`config.mk`:
```
export PLATFORM = sky130hd
export DESIGN_NAME = keypad_matrix_scanner
export DESIGN_NICKNAME = d
export VERILOG_FILES = /design/src/hdl/keypad_pkg.sv /design/src/hdl/keypad_matrix_scanner.sv
export VERILOG_INCLUDE_DIRS = /design/src /design/src/hdl
export SDC_FILE = /design/constraint.sdc
export NUM_CORES = 1
export LEC_CHECK = 0
export BUFFER_PORTS_ARGS = -buffer_cell sky130_fd_sc_hd__buf_2
export CAP_MARGIN = 20
export CORE_UTILIZATION = 56
export DETAILED_ROUTE_END_ITERATION = 10
export PLACE_DENSITY = 0.87
export SLEW_MARGIN = 15
export SYNTH_ARGS = -nofsm -noshare
export SYNTH_HDL_FRONTEND = slang
export SYNTH_SLANG_ARGS = --single-unit
```
`constraint.sdc`:
```
create_clock -name clock -period 3.8 [get_ports clock]
set_input_delay 0.57 -clock clock [delete_from_list [all_inputs] [get_ports clock]]
set_output_delay 0.57 -clock clock [all_outputs]
set_load 0.02 [all_outputs]
```
`src/hdl/keypad_map.svh`:
```
`ifndef KEYPAD_MAP_SVH
`define KEYPAD_MAP_SVH

// ****************************************************************
// Register offsets
// ****************************************************************
`define ADDR_DEBOUNCE_TIME 8'h22
`define ADDR_DEBOUNCE_ENABLE 8'h24
`define ADDR_SLEEP_SCAN 8'h25
`define ADDR_MATRIX_SIZE 8'h26
`define ADDR_COLUMN_MAP 8'h27
`define ADDR_ROW_MAP 8'h28
`define ADDR_EVENT_STATUS 8'h29
`define ADDR_EVENT_MASK 8'h2A

// ****************************************************************
// Reset values and field positions
// ****************************************************************
`define RESET_CONFIG 8'h00
`define RESET_KEY_MAP 8'hFF
`define SLEEP_CODE_MSB 6
`define SLEEP_CODE_LSB 4
`define SCAN_CODE_MSB 2
`define SCAN_CODE_LSB 0
`define ROW_CODE_MSB 5
`define ROW_CODE_LSB 3
`define COL_CODE_MSB 2
`define COL_CODE_LSB 0
`define EVENT_PRESS_BIT 0
`define EVENT_SLEEP_BIT 1

// ****************************************************************
// Timing
// ****************************************************************
`define CLOCK_PERIOD_NS 10
`define OSC_NOMINAL_HZ 2000000
`define TIME_UNIT_NS 500000
`define DEBOUNCE_BASE_UNITS 8'h01
`define SCAN_BASE_UNITS 9'h002
`define SLEEP_BASE_UNITS 15'h0080

`endif

```
`src/hdl/keypad_pkg.sv`:
```
`default_nettype none

package keypad_pkg;

    typedef enum logic [3:0] {
        SCAN_OFF = 4'h1,
        SCANNING = 4'h2,
        KEY_HELD = 4'h4,
        ASLEEP = 4'h8
    } scan_state_type;

endpackage

`default_nettype wire

```
`src/hdl/keypad_matrix_scanner.sv`:
```
// Function
// - Each column input is debounced only while its enable bit is one, and passes straight through otherwise.
// - The engine sleeps after the chosen idle time without a press; code 0 disables it, 1 gives 128ms up to 8s.
// - Each row stays active for 1ms at code 0 doubling up to 128ms at code 7.
// - Row-count code 0 stops scanning and code n scans rows 0 through n.
// - Column-count code n uses columns 0 through n, the pins above the row bank.
// - The column of a detected press is stored active low and reads all ones when empty.
// - The row of a detected press is stored active low with bit k for row k, idle all ones.
// - Column map bit k stands for the k-th column pin.
// - Reading the row map sets both maps to all ones, releases the interrupt line and resumes scanning.
// - Reading the column map alone leaves it unchanged.
// - Debounce time is 0.5ms at code 0 doubling up to 64ms at code 7.
//
// The address-and-strobe port was left to the implementer.
`timescale 1ns/1ps
`default_nettype none
`include "keypad_map.svh"

module keypad_matrix_scanner
    import keypad_pkg::*;
#(
    parameter int unsigned OSC_FREQ_HZ = `OSC_NOMINAL_HZ,
    parameter int unsigned TICK_CYCLES =
        ((`TIME_UNIT_NS / `CLOCK_PERIOD_NS) * (`OSC_NOMINAL_HZ / 1000)) / (OSC_FREQ_HZ / 1000)
)
(
    input wire logic clock,
    input wire logic srst,
    input wire logic [7:0] regAddr,
    input wire logic [7:0] regWrData,
    input wire logic regWrEn,
    input wire logic regRdEn,
    output logic [7:0] regRdData,
    input wire logic [7:0] columnIn,
    output logic [7:0] rowOut,
    output logic [7:0] rowOe,
    output logic interruptOutN,
    output logic irq
);

    // ****************************************************************
    // Time base
    // ****************************************************************
    // One tick is 0.5ms scaled by the nominal over the real oscillator rate.
    localparam int unsigned TICK_LIMIT = (TICK_CYCLES < 1) ? 1 : TICK_CYCLES;

    logic [31:0] prescale_q, prescale_d;
    logic tick;

    always_comb
    begin
        tick = (prescale_q == 32'(TICK_LIMIT - 1));
        prescale_d = tick ? 32'h0 : prescale_q + 32'h1;
    end

    always_ff @(posedge clock)
    begin
        if (srst)
            prescale_q <= 32'h0;
        else
            prescale_q <= prescale_d;
    end

    // ****************************************************************
    // Registers
    // ****************************************************************
    logic [2:0] debounceTimeSelect_q, debounceTimeSelect_d;
    logic [7:0] debounceEnable_q, debounceEnable_d;
    logic [7:0] sleepScan_q, sleepScan_d;
    logic [7:0] matrixSize_q, matrixSize_d;
    logic [1:0] eventStatus_q, eventStatus_d;
    logic [1:0] eventMask_q, eventMask_d;
    logic [7:0] rdData_q, rdData_d;
    logic [7:0] columnMap_q, columnMap_d;
    logic [7:0] rowMap_q, rowMap_d;
    logic pressEvent, sleepEvent, rowMapRead;

    always_comb
    begin
        debounceTimeSelect_d = debounceTimeSelect_q;
        debounceEnable_d = debounceEnable_q;
        sleepScan_d = sleepScan_q;
        matrixSize_d = matrixSize_q;
        eventMask_d = eventMask_q;
        eventStatus_d = eventStatus_q;
        if (regWrEn)
        begin
            case (regAddr)
                `ADDR_DEBOUNCE_TIME: debounceTimeSelect_d = regWrData[2:0];
                `ADDR_DEBOUNCE_ENABLE: debounceEnable_d = regWrData;
                `ADDR_SLEEP_SCAN: sleepScan_d = regWrData & 8'h77;
                `ADDR_MATRIX_SIZE: matrixSize_d = regWrData & 8'h3F;
                `ADDR_EVENT_STATUS: eventStatus_d = eventStatus_q & ~regWrData[1:0];
                `ADDR_EVENT_MASK: eventMask_d = regWrData[1:0];
                default: eventMask_d = eventMask_q;
            endcase
        end
        // A new event in the clearing cycle survives the clear.
        eventStatus_d[`EVENT_PRESS_BIT] = eventStatus_d[`EVENT_PRESS_BIT] | pressEvent;
        eventStatus_d[`EVENT_SLEEP_BIT] = eventStatus_d[`EVENT_SLEEP_BIT] | sleepEvent;
        rdData_d = 8'h00;
        if (regRdEn)
        begin
            case (regAddr)
                `ADDR_DEBOUNCE_TIME: rdData_d = {5'h00, debounceTimeSelect_q};
                `ADDR_DEBOUNCE_ENABLE: rdData_d = debounceEnable_q;
                `ADDR_SLEEP_SCAN: rdData_d = sleepScan_q;
                `ADDR_MATRIX_SIZE: rdData_d = matrixSize_q;
                `ADDR_COLUMN_MAP: rdData_d = columnMap_q;
                `ADDR_ROW_MAP: rdData_d = rowMap_q;
                `ADDR_EVENT_STATUS: rdData_d = {6'h00, eventStatus_q};
                `ADDR_EVENT_MASK: rdData_d = {6'h00, eventMask_q};
                default: rdData_d = 8'h00;
            endcase
        end
    end

    always_ff @(posedge clock)
    begin
        if (srst)
        begin
            debounceTimeSelect_q <= 3'h0;
            debounceEnable_q <= `RESET_CONFIG;
            sleepScan_q <= `RESET_CONFIG;
            matrixSize_q <= `RESET_CONFIG;
            eventStatus_q <= 2'h0;
            eventMask_q <= 2'h0;
            rdData_q <= 8'h00;
        end
        else
        begin
            debounceTimeSelect_q <= debounceTimeSelect_d;
            debounceEnable_q <= debounceEnable_d;
            sleepScan_q <= sleepScan_d;
            matrixSize_q <= matrixSize_d;
            eventStatus_q <= eventStatus_d;
            eventMask_q <= eventMask_d;
            rdData_q <= rdData_d;
        end
    end

    assign regRdData = rdData_q;
    assign irq = |(eventStatus_q & eventMask_q);

    // ****************************************************************
    // Column synchroniser and debouncers
    // ****************************************************************
    logic [7:0] columnMeta_q, columnSync_q, columnDebounced;
    logic [7:0] debounceLimit;

    assign debounceLimit = `DEBOUNCE_BASE_UNITS << debounceTimeSelect_q;

    always_ff @(posedge clock)
    begin
        if (srst)
        begin
            columnMeta_q <= 8'hFF;
            columnSync_q <= 8'hFF;
        end
        else
        begin
            columnMeta_q <= columnIn;
            columnSync_q <= columnMeta_q;
        end
    end

    for (genvar k = 0; k < 8; k++)
    begin : gDebounce
        logic [7:0] count_q, count_d;
        logic level_q, level_d;

        always_comb
        begin
            count_d = count_q;
            level_d = level_q;
            if (!debounceEnable_q[k])
            begin
                level_d = columnSync_q[k];
                count_d = 8'h00;
            end
            else if (columnSync_q[k] == level_q)
                count_d = 8'h00;
            else if (tick)
            begin
                if (count_q >= 8'(debounceLimit - 8'h01))
                begin
                    level_d = columnSync_q[k];
                    count_d = 8'h00;
                end
                else
                    count_d = count_q + 8'h01;
            end
        end

        always_ff @(posedge clock)
        begin
            if (srst)
            begin
                count_q <= 8'h00;
                level_q <= 1'b1;
            end
            else
            begin
                count_q <= count_d;
                level_q <= level_d;
            end
        end

        assign columnDebounced[k] = level_q;
    end

    // ****************************************************************
    // Scan engine
    // ****************************************************************
    scan_state_type state_q, state_d;
    logic [2:0] rowIdx_q, rowIdx_d;
    logic [8:0] rowTimer_q, rowTimer_d;
    logic [14:0] sleepTimer_q, sleepTimer_d;
    logic [7:0] rowOe_q, rowOe_d;
    logic [2:0] rowCode, colCode, sleepCode;
    logic [8:0] rowLimit;
    logic [14:0] sleepLimit;
    logic [7:0] columnMask, rowMask, columnsLow;
    logic rowDone, sizeWrite;

    always_comb
    begin
        rowCode = matrixSize_q[`ROW_CODE_MSB:`ROW_CODE_LSB];
        colCode = matrixSize_q[`COL_CODE_MSB:`COL_CODE_LSB];
        sleepCode = sleepScan_q[`SLEEP_CODE_MSB:`SLEEP_CODE_LSB];
        rowLimit = `SCAN_BASE_UNITS << sleepScan_q[`SCAN_CODE_MSB:`SCAN_CODE_LSB];
        sleepLimit = `SLEEP_BASE_UNITS << sleepCode;
        columnMask = 8'hFF >> (3'h7 - colCode);
        rowMask = 8'hFF >> (3'h7 - rowCode);
        columnsLow = ~columnDebounced & columnMask;
        rowDone = tick && (rowTimer_q >= 9'(rowLimit - 9'h001));
        rowMapRead = regRdEn && (regAddr == `ADDR_ROW_MAP);
        sizeWrite = regWrEn && (regAddr == `ADDR_MATRIX_SIZE);
    end

    always_comb
    begin
        state_d = state_q;
        rowIdx_d = rowIdx_q;
        rowTimer_d = rowTimer_q;
        sleepTimer_d = sleepTimer_q;
        columnMap_d = columnMap_q;
        rowMap_d = rowMap_q;
        pressEvent = 1'b0;
        sleepEvent = 1'b0;
        // row map read clears both maps
        if (rowMapRead)
        begin
            rowMap_d = `RESET_KEY_MAP;
            columnMap_d = `RESET_KEY_MAP;
        end
        // scanning off at row code zero
        if (rowCode == 3'h0)
        begin
            state_d = SCAN_OFF;
            rowIdx_d = 3'h0;
            rowTimer_d = 9'h000;
            sleepTimer_d = 15'h0000;
        end
        else
        begin
            case (state_q)
                SCAN_OFF:
                begin
                    state_d = SCANNING;
                end
                SCANNING:
                begin
                    if (tick)
                    begin
                        rowTimer_d = rowTimer_q + 9'h001;
                        sleepTimer_d = sleepTimer_q + 15'h0001;
                    end
                    // sample at the end of each row period
                    if (rowDone)
                    begin
                        rowTimer_d = 9'h000;
                        if (columnsLow != 8'h00)
                        begin
                            rowMap_d = ~(8'h01 << rowIdx_q);
                            columnMap_d = ~columnsLow;
                            pressEvent = 1'b1;
                            sleepTimer_d = 15'h0000;
                            state_d = KEY_HELD;
                        end
                        else
                            rowIdx_d = (rowIdx_q >= rowCode) ? 3'h0 : rowIdx_q + 3'h1;
                    end
                    // enter sleep after the idle time
                    else if (tick && sleepCode != 3'h0 && sleepTimer_q >= 15'(sleepLimit - 15'h0001))
                    begin
                        sleepEvent = 1'b1;
                        state_d = ASLEEP;
                    end
                end
                KEY_HELD:
                begin
                    if (rowMapRead)
                    begin
                        state_d = SCANNING;
                        rowIdx_d = 3'h0;
                        rowTimer_d = 9'h000;
                    end
                end
                ASLEEP:
                begin
                    if (columnsLow != 8'h00)
                    begin
                        state_d = SCANNING;
                        rowIdx_d = 3'h0;
                        rowTimer_d = 9'h000;
                        sleepTimer_d = 15'h0000;
                    end
                end
                default:
                begin
                    state_d = SCAN_OFF;
                end
            endcase
            // restart on resize
            // Restarting keeps a row beyond a smaller row count from ever being driven.
            if (sizeWrite && state_d != KEY_HELD)
            begin
                state_d = SCAN_OFF;
                rowIdx_d = 3'h0;
                rowTimer_d = 9'h000;
                sleepTimer_d = 15'h0000;
            end
        end
        // Asleep, the rows within the configured row count pull low so that a press inside the row and column window wakes the engine.
        case (state_d)
            SCANNING: rowOe_d = 8'h01 << rowIdx_d;
            ASLEEP: rowOe_d = rowMask;
            default: rowOe_d = 8'h00;
        endcase
    end

    always_ff @(posedge clock)
    begin
        if (srst)
        begin
            state_q <= SCAN_OFF;
            rowIdx_q <= 3'h0;
            rowTimer_q <= 9'h000;
            sleepTimer_q <= 15'h0000;
            columnMap_q <= `RESET_KEY_MAP;
            rowMap_q <= `RESET_KEY_MAP;
            rowOe_q <= 8'h00;
        end
        else
        begin
            state_q <= state_d;
            rowIdx_q <= rowIdx_d;
            rowTimer_q <= rowTimer_d;
            sleepTimer_q <= sleepTimer_d;
            columnMap_q <= columnMap_d;
            rowMap_q <= rowMap_d;
            rowOe_q <= rowOe_d;
        end
    end

    // Rows are open-drain: an enabled row is pulled low, the rest float.
    assign rowOut = 8'h00;
    assign rowOe = rowOe_q;
    assign interruptOutN = (state_q != KEY_HELD);
endmodule

`default_nettype wire

```
# [After elaboration in Yosys (flattened, before gate mapping)]
# Index checks and enable logic that the tools add are counted.
[totals] regBits=210 in_bits=28 output_inout_bits=26 elab_cells=265
[classes] add_sub_neg=17 n_lt_le_gt_ge=11 eq_ne=52 shift=7 muxes=89 n_bitwise=18 reduce_logical=38
[ops] operator="2-to-1 mux 8 bit" count=18
[ops] operator="adder 8 x 1 -> 8 bit, second input constant" count=8
[ops] operator="equality test 8 x 6 -> 1 bit, second input constant" count=8
[ops] operator=">= comparator 8 bit" count=8
[ops] operator="case mux 8 bit (8 select lines)" count=1
[ops] operator="2-to-1 mux 15 bit" count=4
[ops] operator="2-to-1 mux 1 bit" count=40
[ops] operator="2-to-1 mux 9 bit" count=4
[ops] operator="!= test 2 bit, second input constant" count=18
[ops] operator="adder 32 x 1 -> 32 bit, second input constant" count=1
[ops] operator="equality test 32 x 16 -> 1 bit, second input constant" count=1
[ops] operator="2-to-1 mux 4 bit" count=8
[ops] operator="case mux 15 bit (2 select lines)" count=1
[ops] operator="case mux 9 bit (3 select lines)" count=1
[ops] operator="OR reduction 3 bit" count=9
[ops] operator="NOT 8 bit" count=3
[ops] operator="AND reduction 3 bit" count=8
[ops] operator="<< shifter 1 x 3 -> 8 bit, first input constant" count=3
[ops] operator="2-to-1 mux 3 bit" count=7
[ops] operator="!= test 2 x 1 -> 1 bit, second input constant" count=8
[ops] operator="case mux 4 bit (4 select lines)" count=1
[ops] operator="case mux 8 bit (2 select lines)" count=1
[ops] operator=">> shifter 8 x 3 -> 8 bit, first input constant" count=2
[ops] operator="adder 15 x 1 -> 15 bit, second input constant" count=1
[ops] operator="other kinds (33)" count=68

# [Depth between registers and ports, before layout]
# Gate-level depths: netlist (run 1).
[logic_depth] depth_word=14 mapped_depth=20 ltp_nobuf=17

# [Worst setup path before layout (run 1)]
# No wires, ideal clock.
[synth_path] kind="register to register" start="reg debounceTimeSelect_q[0]" end="reg gDebounce[0].count_q[1]" setup_time_ns=0.070 arrival_ns=3.549 t_required_ns=3.730 setup_slack_ns=0.181 stages_incl_launch_ff=17 path_buffers=3 synth_period_minus_slack_ns=3.619 cell_sequence="dfxtp_1 clkbuf_1 or3_1 ha_1 buf_1 xor2_1 nor2_1 a21oi_1 ha_1 o21a_1 o21ai_0 o21ba_2 o31ai_1 a21bo_2 or3_1 clkbuf_1 a21oi_1"
[synth_between] elab_chain_cells=4
[synth_lines] element="from (decl)" line="keypad_matrix_scanner.sv:67" text="logic [2:0] debounceTimeSelect_q, debounceTimeSelect_d;"
[synth_lines] element="from (signal assigned)" line="keypad_matrix_scanner.sv:132" text="debounceTimeSelect_q <= debounceTimeSelect_d;"
[synth_lines] element="<< shifter 1 x 3 -> 8 bit (no line)"
[synth_lines] element="subtractor 8 x 1 -> 8 bit" line="keypad_matrix_scanner.sv:185" text="if (count_q >= 8'(debounceLimit - 8'h01))"
[synth_lines] element=">= comparator 8 bit" line="keypad_matrix_scanner.sv:185"
[synth_lines] element="2-to-1 mux 8 bit" line="keypad_matrix_scanner.sv:185"
[synth_lines] element="to (signal assigned)" line="keypad_matrix_scanner.sv:204" text="count_q <= count_d;"
[synth_lines] element="to (decl)" line="keypad_matrix_scanner.sv:169" text="logic [7:0] count_q, count_d;"
# Every way passes these cells.
# A chain may end at the register's enable or synchronous reset.

# [Worst setup path after layout (run 1)]
[layout_path] start="reg sleepScan_q[1]" end="reg rowOe_q[4], in the netlist rowOe[4]"
[layout_between] elab_chain_cells=13 word_cells_on_any_way=19 classes_between="add/sub: 1; order compare: 1; eq/ne: 3; shift: 2; mux: 10; reduce/logical: 2"
[layout_lines] element="from (decl)" line="keypad_matrix_scanner.sv:69" text="logic [7:0] sleepScan_q, sleepScan_d;"
[layout_lines] element="from (signal assigned)" line="keypad_matrix_scanner.sv:124" text="sleepScan_q <= `RESET_CONFIG;"
[layout_lines] element="from (signal assigned)" line="keypad_matrix_scanner.sv:134" text="sleepScan_q <= sleepScan_d;"
[layout_lines] element="<< shifter 2 x 3 -> 9 bit (no line) (*)"
[layout_lines] element="subtractor 9 x 1 -> 9 bit (*)" line="keypad_matrix_scanner.sv:236" text="rowDone = tick && (rowTimer_q >= 9'(rowLimit - 9'h001));"
[layout_lines] element=">= comparator 9 bit (*)" line="keypad_matrix_scanner.sv:236"
[layout_lines] element="logical AND 1 bit (*)" line="keypad_matrix_scanner.sv:236"
[layout_lines] element="2-to-1 mux 4 bit" line="keypad_matrix_scanner.sv:280" text="if (rowDone)"
[layout_lines] element="case mux 4 bit (4 select lines)" line="keypad_matrix_scanner.sv:267" text="case (state_q)"
[layout_lines] element="2-to-1 mux 4 bit" line="keypad_matrix_scanner.sv:258" text="if (rowCode == 3'h0)"
[layout_lines] element="!= test 4 x 3 -> 1 bit" line="keypad_matrix_scanner.sv:327" text="if (sizeWrite && state_d != KEY_HELD)"
[layout_lines] element="logical AND 1 bit" line="keypad_matrix_scanner.sv:327"
[layout_lines] element="2-to-1 mux 4 bit or 2-to-1 mux 3 bit (tied branches)" line="keypad_matrix_scanner.sv:327"
[layout_lines] element="2-to-1 mux 4 bit or 2-to-1 mux 3 bit (tied branches)" line="keypad_matrix_scanner.sv:258"
[layout_lines] element="equality test 4 bit (tied with other cells)" line="keypad_matrix_scanner.sv:336" text="case (state_d)"
[layout_lines] element="case mux 8 bit (2 select lines) (*)" line="keypad_matrix_scanner.sv:336"
[layout_lines] element="to (signal assigned)" line="keypad_matrix_scanner.sv:363" text="rowOe_q <= rowOe_d;"
[layout_lines] element="to (decl)" line="keypad_matrix_scanner.sv:219" text="logic [7:0] rowOe_q, rowOe_d;"
# Mark *: on every way between the ends. The rest lies on a longest branch, timed or not. The select of a mux whose other input is x is not followed.

==> impl_metrics.py, run 1 <==
metrics = {
    "sta": {
        "fmax_mhz": 278,
        "period_needed_ns": 3.60,
        "hold_viol": 0,
        "finalCritPeriodShare_pct": 94.8,
        "tightest_slew_ns": 0.916,
        "skew_ns": 0.0121,
        "drv_slew": 0,
        "maxSlewHeadroom_pct": 38.4,
        "rsz0062_at_grt": "true",
        "setup_viol": 0,
        "setup_tns_ns": 0,
    },
    "critical_path": {
        "critPathKind": "flop to flop",
        "cp.required_ns": 4.20,
        "cp_max_fo": 8,
        "worstPathArrival_ns": 4.00,
        "worst_setup_path_start_kind": "flop",
        "crit_path_end_kind": "flop",
    },
    "cells_and_area": {
        "regArea_um2": 4210,
        "final_util_pct": 64.1,
        "final_cell_mix": "dfxtp_1, nor2_1, nand2_1, ha_1, xor2_1",
        "fillers": 1588,
        "final_common_cell": "dfxtp_1",
        "multi_input_area_um2": 6830,
        "drive_above_1_share_pct": 10.4,
        "fin_nets": 1510,
        "syn2layout_area_growth_pct": 10.8,
        "fin_cells": 1659,
        "diodes": 0,
    },
    "synthesis": {
        "synth_edf_count": 0,
        "syn_inst": 1334,
        "synthesis.area_um2": 11400,
        "synth_area_leaders": "dfxtp_1, ha_1, nor2_1, xor2_1, nand2_1",
        "yosys_warnings": 0,
        "ys_types": 71,
        "ys.flop_type": "dfxtp_1",
        "synthArstFlopShare_pct": 0,
        "synth_top_area_cell": "dfxtp_1",
        "postSynthAreaPerCell_um2": 8.52,
        "yosysSeqAreaShare_pct": 37.0,
        "synth_seq_cells": 210,
        "synth_top_area_share_pct": 37.0,
    },
    "die": {
        "core_um2": 19700,
        "row_count": 51,
        "start_util_pct": 57.8,
        "die_area_um2": 20900,
        "die_h_um": 144,
        "fp.dieW_um": 144,
        "boundaryPins": 54,
    },
    "global_route": {
        "grt_pass1_vias": 9167,
        "grt_pass1_wl_um": 44000,
        "overflow": 0,
        "grt_start_max_net_pins": 37,
        "antenna_found_initial": 0,
        "grt_usage_pct": 26.1,
    },
    "clock_tree": {
        "clk_pin_slew_worst_paths_ns": 0.06,
        "clkLatencyLatePin_ns": 0.51,
        "cts_buffer_depth": 3,
        "cts_tree": "done",
        "cts_num_sinks": 210,
        "numCtsBuffers": 22,
        "cts_root_buf": "clkbuf_16",
        "ctsHoldBuffers": 0,
        "htreeDepth": 1,
    },
    "outcome": {
        "status": "completed",
    },
    "power": {
        "worst_ir_drop_vdd_v": 0.000333,
        "p_per_area_nw_per_um2": 353,
        "leakage_nw": 4.80,
        "total_power_mw": 4.44,
    },
    "drt": {
        "vias": 9808,
        "drt_wl_total_um": 27100,
        "first_pass_iters": 5,
        "post_drt_wl_per_cell_um": 16.3,
        "drt_iter0_drc": 764,
        "ant_nets": 0,
        "drc": 0,
        "viasPerCell": 5.91,
    },
    "hold_path": {
        "hp-class": "primary input to flop",
    },
    "place": {
        "portBuffers": 45,
        "globalplace.congestion": 0.929,
        "dp.cells": 1618,
        "hpwl_um": 18900,
    },
    "job": {
        "drv_cap": 0,
    },
}
## cell type report
cell class	count	area share [%]
clock inverters	7	0.516
multi-input cells	1040	54.2
flip-flops and latches	210	33.4
repair buffers	65	2.98
inverters	40	1.19
well taps	265	2.63
clock buffers	32	5.07
## stage by stage
stage	hold WS [ns]	setup WS (ns)	area, µm²
6_report	0.266	0.199	12600
5_1_grt	0.258	-0.00861	12600
4_1_cts	0.253	0.00163	12600
3_5_place_dp	0.393	0.0576	11800
3_3_place_gp	0.392	0.206	11800
2_1_floorplan	0.389	0.181	11400
## report_power, final
part | internal, mW | total, mW | switching, mW
sequential | 2.21 | 2.23 | 0.0106
combinational | 0.0384 | 0.111 | 0.0723
clock | 1.23 | 2.11 | 0.872
## critical path, stage by stage (launching register included)
cell	delay [ns]
dfxtp_2	0.37
or3_1	0.39
ha_2	0.24
xor2_1	0.15
nor2_1	0.11
a21oi_1	0.05
ha_1	0.32
nand4_1	0.12
a21oi_2	0.20
a221o_2	0.25
nand4_2	0.12
a211oi_2	0.26
inv_1	0.10
or3_1	0.42
inv_1	0.12
nand2_1	0.14
o31ai_1	0.14
## cells by family (layout without fill, tap and decap cells)
logic type / Yosys count / count (layout) / synth area share [%]
buffers and inverters: 101 / 144 / 3.81
adder cells (fa/ha/maj): 103 / 103 / 11.3
flip-flops: 210 / 210 / 37.0
other: 2 / 18 / 0.0661
AND/OR/NAND/NOR: 557 / 557 / 24.0
AO/OA/AOI/OAI: 228 / 229 / 13.4
XOR/XNOR: 114 / 114 / 8.78
multiplexers: 19 / 19 / 1.67
## flip-flops by register name, summed over array words and instances, names as in the netlist, 9 cells and up
name               cells
sleepTimer_q          15
prescale_q            32
rowTimer_q             9
gDebounce.count_q     64
## path summary, 6_finish.rpt
check | from | endpoint | slack, ns | cells after the start
worst max-delay path | sleepScan_q[1] | rowOe[4] | 0.20 | 16
worst min-delay path | columnIn[3] | columnMeta_q[3] | 0.27 | 2
worst max register to register | sleepScan_q[1] | rowOe[4] | 0.20 | 16
worst min register to register | columnMeta_q[4] | columnSync_q[4] | 0.41 | 1
## cell usage after synthesis (5+ instances only)
cell type and instances:
nor3_1 31, o21ai_0 40, dfxtp_1 210, inv_1 40, ha_1 103, a2111oi_0 5
nor4_1 8, o21bai_1 5, xor2_1 74, mux2i_1 19, buf_4 8, a221oi_1 5
nand4_1 44, a21o_1 29, a222oi_1 6, xnor2_1 40, nand3_1 61, or3_1 21
nand2_1 115, nand2b_1 15, clkbuf_1 40, o21ai_1 7, and3_1 37, a21oi_1 69
o31ai_1 9, nor3b_1 5, a21boi_0 6, nor2_1 173, o21a_1 9, buf_2 7
or2_2 19
## routing by layer
layer | global-route usage, % | part of all wire (%) | vias to the layer above
met2 | 43.5 | 46 | 368
met5 | 0 | 0 | -
met1 | 33.8 | 43 | 4573
met3 | 4.21 | 7.5 | 90
li1 | - | - | 4777
met4 | 9.75 | 3.4 | 0
## timing repair
action                     4_1_cts  5_1_grt
buffers inserted                 0        1
setup endpoints to repair        0       57
resized for setup                0        8
No activity file was read; power rests on OpenSTA's default activity.
==> inputs of run 2 (changes only) <==
Settings changed: RECOVER_POWER set to 25.
==> impl_metrics.py, run 2 (synthesis gave the netlist of run 1 again) <==
metrics = {
    "clock_tree": {
        "cts_num_sinks": 210,
        "htreeDepth": 1,
        "ctsHoldBuffers": 0,
        "cts_tree": "done",
        "clk_pin_slew_worst_paths_ns": 0.06,
        "cts_root_buf": "clkbuf_16",
        "numCtsBuffers": 22,
        "cts_buffer_depth": 3,
        "clkLatencyLatePin_ns": 0.51,
    },
    "power": {
        "power.switching_mw": 0.956,
        "seqPwrFrac_pct": 50.1,
        "leakage_nw": 4.71,
        "p_int_mw": 3.49,
        "power_frac_clock_pct": 47.4,
        "p_per_area_nw_per_um2": 354,
        "worst_ir_drop_vdd_v": 0.000333,
        "p_sw_share_pct": 21.5,
        "total_power_mw": 4.44,
        "power_frac_comb_pct": 2.5,
    },
    "hold_path": {
        "hp-class": "primary input to flop",
        "hp-start": "columnIn[3]",
    },
    "critical_path": {
        "cp_slowest_cell": "or4_4",
        "cp_max_fo": 8,
        "crit_path_end_kind": "flop",
        "cp.required_ns": 4.25,
        "critPathKind": "flop to flop",
        "cp-startpoint": "sleepScan_q[5]",
        "cp_cell_sequence": "or3_1 -> ha_1 -> xor2_1 -> nor2_1 -> a21oi_1 -> ha_1 -> a21oi_1 -> o211ai_1 -> a221oi_2 -> nor4_1 -> o2bb2ai_1 -> o211ai_2 -> or4_4 -> o21ai_2",
        "critical_path.max_stage_delay_ns": 0.53,
        "worstPathArrival_ns": 4.05,
        "worst_setup_path_start_kind": "flop",
        "rr_startpoint": "sleepScan_q[5]",
    },
    "global_route": {
        "grt_pass1_vias": 9167,
        "grt_start_max_net_pins": 37,
        "antenna_found_initial": 0,
        "grt_usage_pct": 26.1,
        "overflow": 0,
        "grt_pass1_wl_um": 44000,
    },
    "drt": {
        "drt_wl_total_um": 27100,
        "drc": 0,
        "viasPerCell": 5.88,
        "first_pass_iters": 5,
        "drt_iter0_drc": 831,
        "vias": 9748,
        "ant_nets": 0,
        "post_drt_wl_per_cell_um": 16.3,
    },
    "cells_and_area": {
        "multi_input_area_um2": 6830,
        "syn2layout_area_growth_pct": 10.5,
        "drive_above_1_share_pct": 8.90,
        "largest_reg_flops": 64,
        "finish.instance_area_um2": 12600,
        "fin_nets": 1510,
        "diodes": 0,
        "final_util_pct": 63.9,
        "fillers": 1606,
        "final_cell_mix": "dfxtp_1, nor2_1, nand2_1, ha_1, xor2_1",
        "regArea_um2": 4210,
        "final_common_cell": "dfxtp_1",
        "top_regs": "gDebounce.count_q: 64 flops, prescale_q: 32 flops, sleepTimer_q: 15 flops",
        "regMostFlops": "gDebounce.count_q",
    },
    "sta": {
        "fmax_mhz": 278,
        "finalCritPeriodShare_pct": 94.8,
        "skew_ns": 0.0116,
        "period_needed_ns": 3.60,
        "rsz0062_at_grt": "true",
        "setup_viol": 0,
        "maxSlewHeadroom_pct": 39.9,
        "drv_slew": 0,
        "tightest_slew_ns": 0.893,
        "hold_viol": 0,
    },
    "die": {
        "die_h_um": 144,
        "boundaryPins": 54,
        "row_count": 51,
        "die_area_um2": 20900,
        "fp.dieW_um": 144,
        "start_util_pct": 57.8,
        "core_um2": 19700,
    },
    "place": {
        "postPlaceCellArea_um2": 11800,
        "portBuffers": 45,
        "hpwl_um": 18900,
        "globalplace.congestion": 0.929,
    },
    "outcome": {
        "status": "completed",
    },
    "job": {
        "drv_cap": 0,
    },
}
run 2: cell type report:
| type | instances | share of cell area (%) |
|---|---|---|
| multi-input combinational | 1040 | 54.4 |
| sequential | 210 | 33.5 |
| clock buffer | 32 | 5.09 |
| timing repair buffer | 65 | 2.72 |
| tap | 265 | 2.64 |
| inverter | 40 | 1.19 |
| clock inverter | 7 | 0.518 |
run 2: layer usage:
| layer | vias to the layer above | track usage [%] | part of all wire [%] |
|---|---|---|---|
| met3 | 73 | 4.21 | 7.0 |
| met1 | 4544 | 33.8 | 43 |
| li1 | 4769 | - | - |
| met5 | - | 0 | 0 |
| met2 | 362 | 43.5 | 47 |
| met4 | 0 | 9.75 | 3.1 |
run 2: timing repair:
action	in CTS	in global routing
setup endpoints to repair	0	57
resized for setup	0	8
buffers inserted	0	1
run 2: worst max-delay path, delay by kind of cell (launching register included):
kind                     cells  cell delay [ns]
AND/OR/NAND/NOR              4             1.22
AO/OA/AOI/OAI                7             1.11
adder cells (fa/ha/maj)      2             0.63
flip-flops                   1             0.40
XOR/XNOR                     1             0.17
run 2: path summary, 6_finish.rpt:
kind / end / slack (ns) / cells past startpoint
hold / removal: columnMeta_q[3] / 0.26 / 2
hold reg to reg: columnSync_q[4] / 0.41 / 1
setup reg to reg: rowOe[7] / 0.20 / 14
setup / recovery: rowOe[7] / 0.20 / 14
run 2: power groups by stage:
stage	sequential, mW	combinational (mW)	clock [mW]
global route	2.23	0.121	2.23
global placement	2.27	0.103	0
detailed placement	2.27	0.106	0
floorplan	2.27	0.0760	0
finish	2.23	0.110	2.11
CTS	2.22	0.107	2.13
run 2: per-stage QoR:
step,setup WS (ns),setup TNS (ns),hold WS (ns),std cells
2_1_floorplan,0.181,0,0.389,1350
3_3_place_gp,0.206,0,0.392,1618
3_5_place_dp,0.0576,0,0.393,1618
4_1_cts,0.00163,0,0.253,1657
5_1_grt,-0.00861,-0.00861,0.258,1659
6_report,0.197,0,0.265,1659
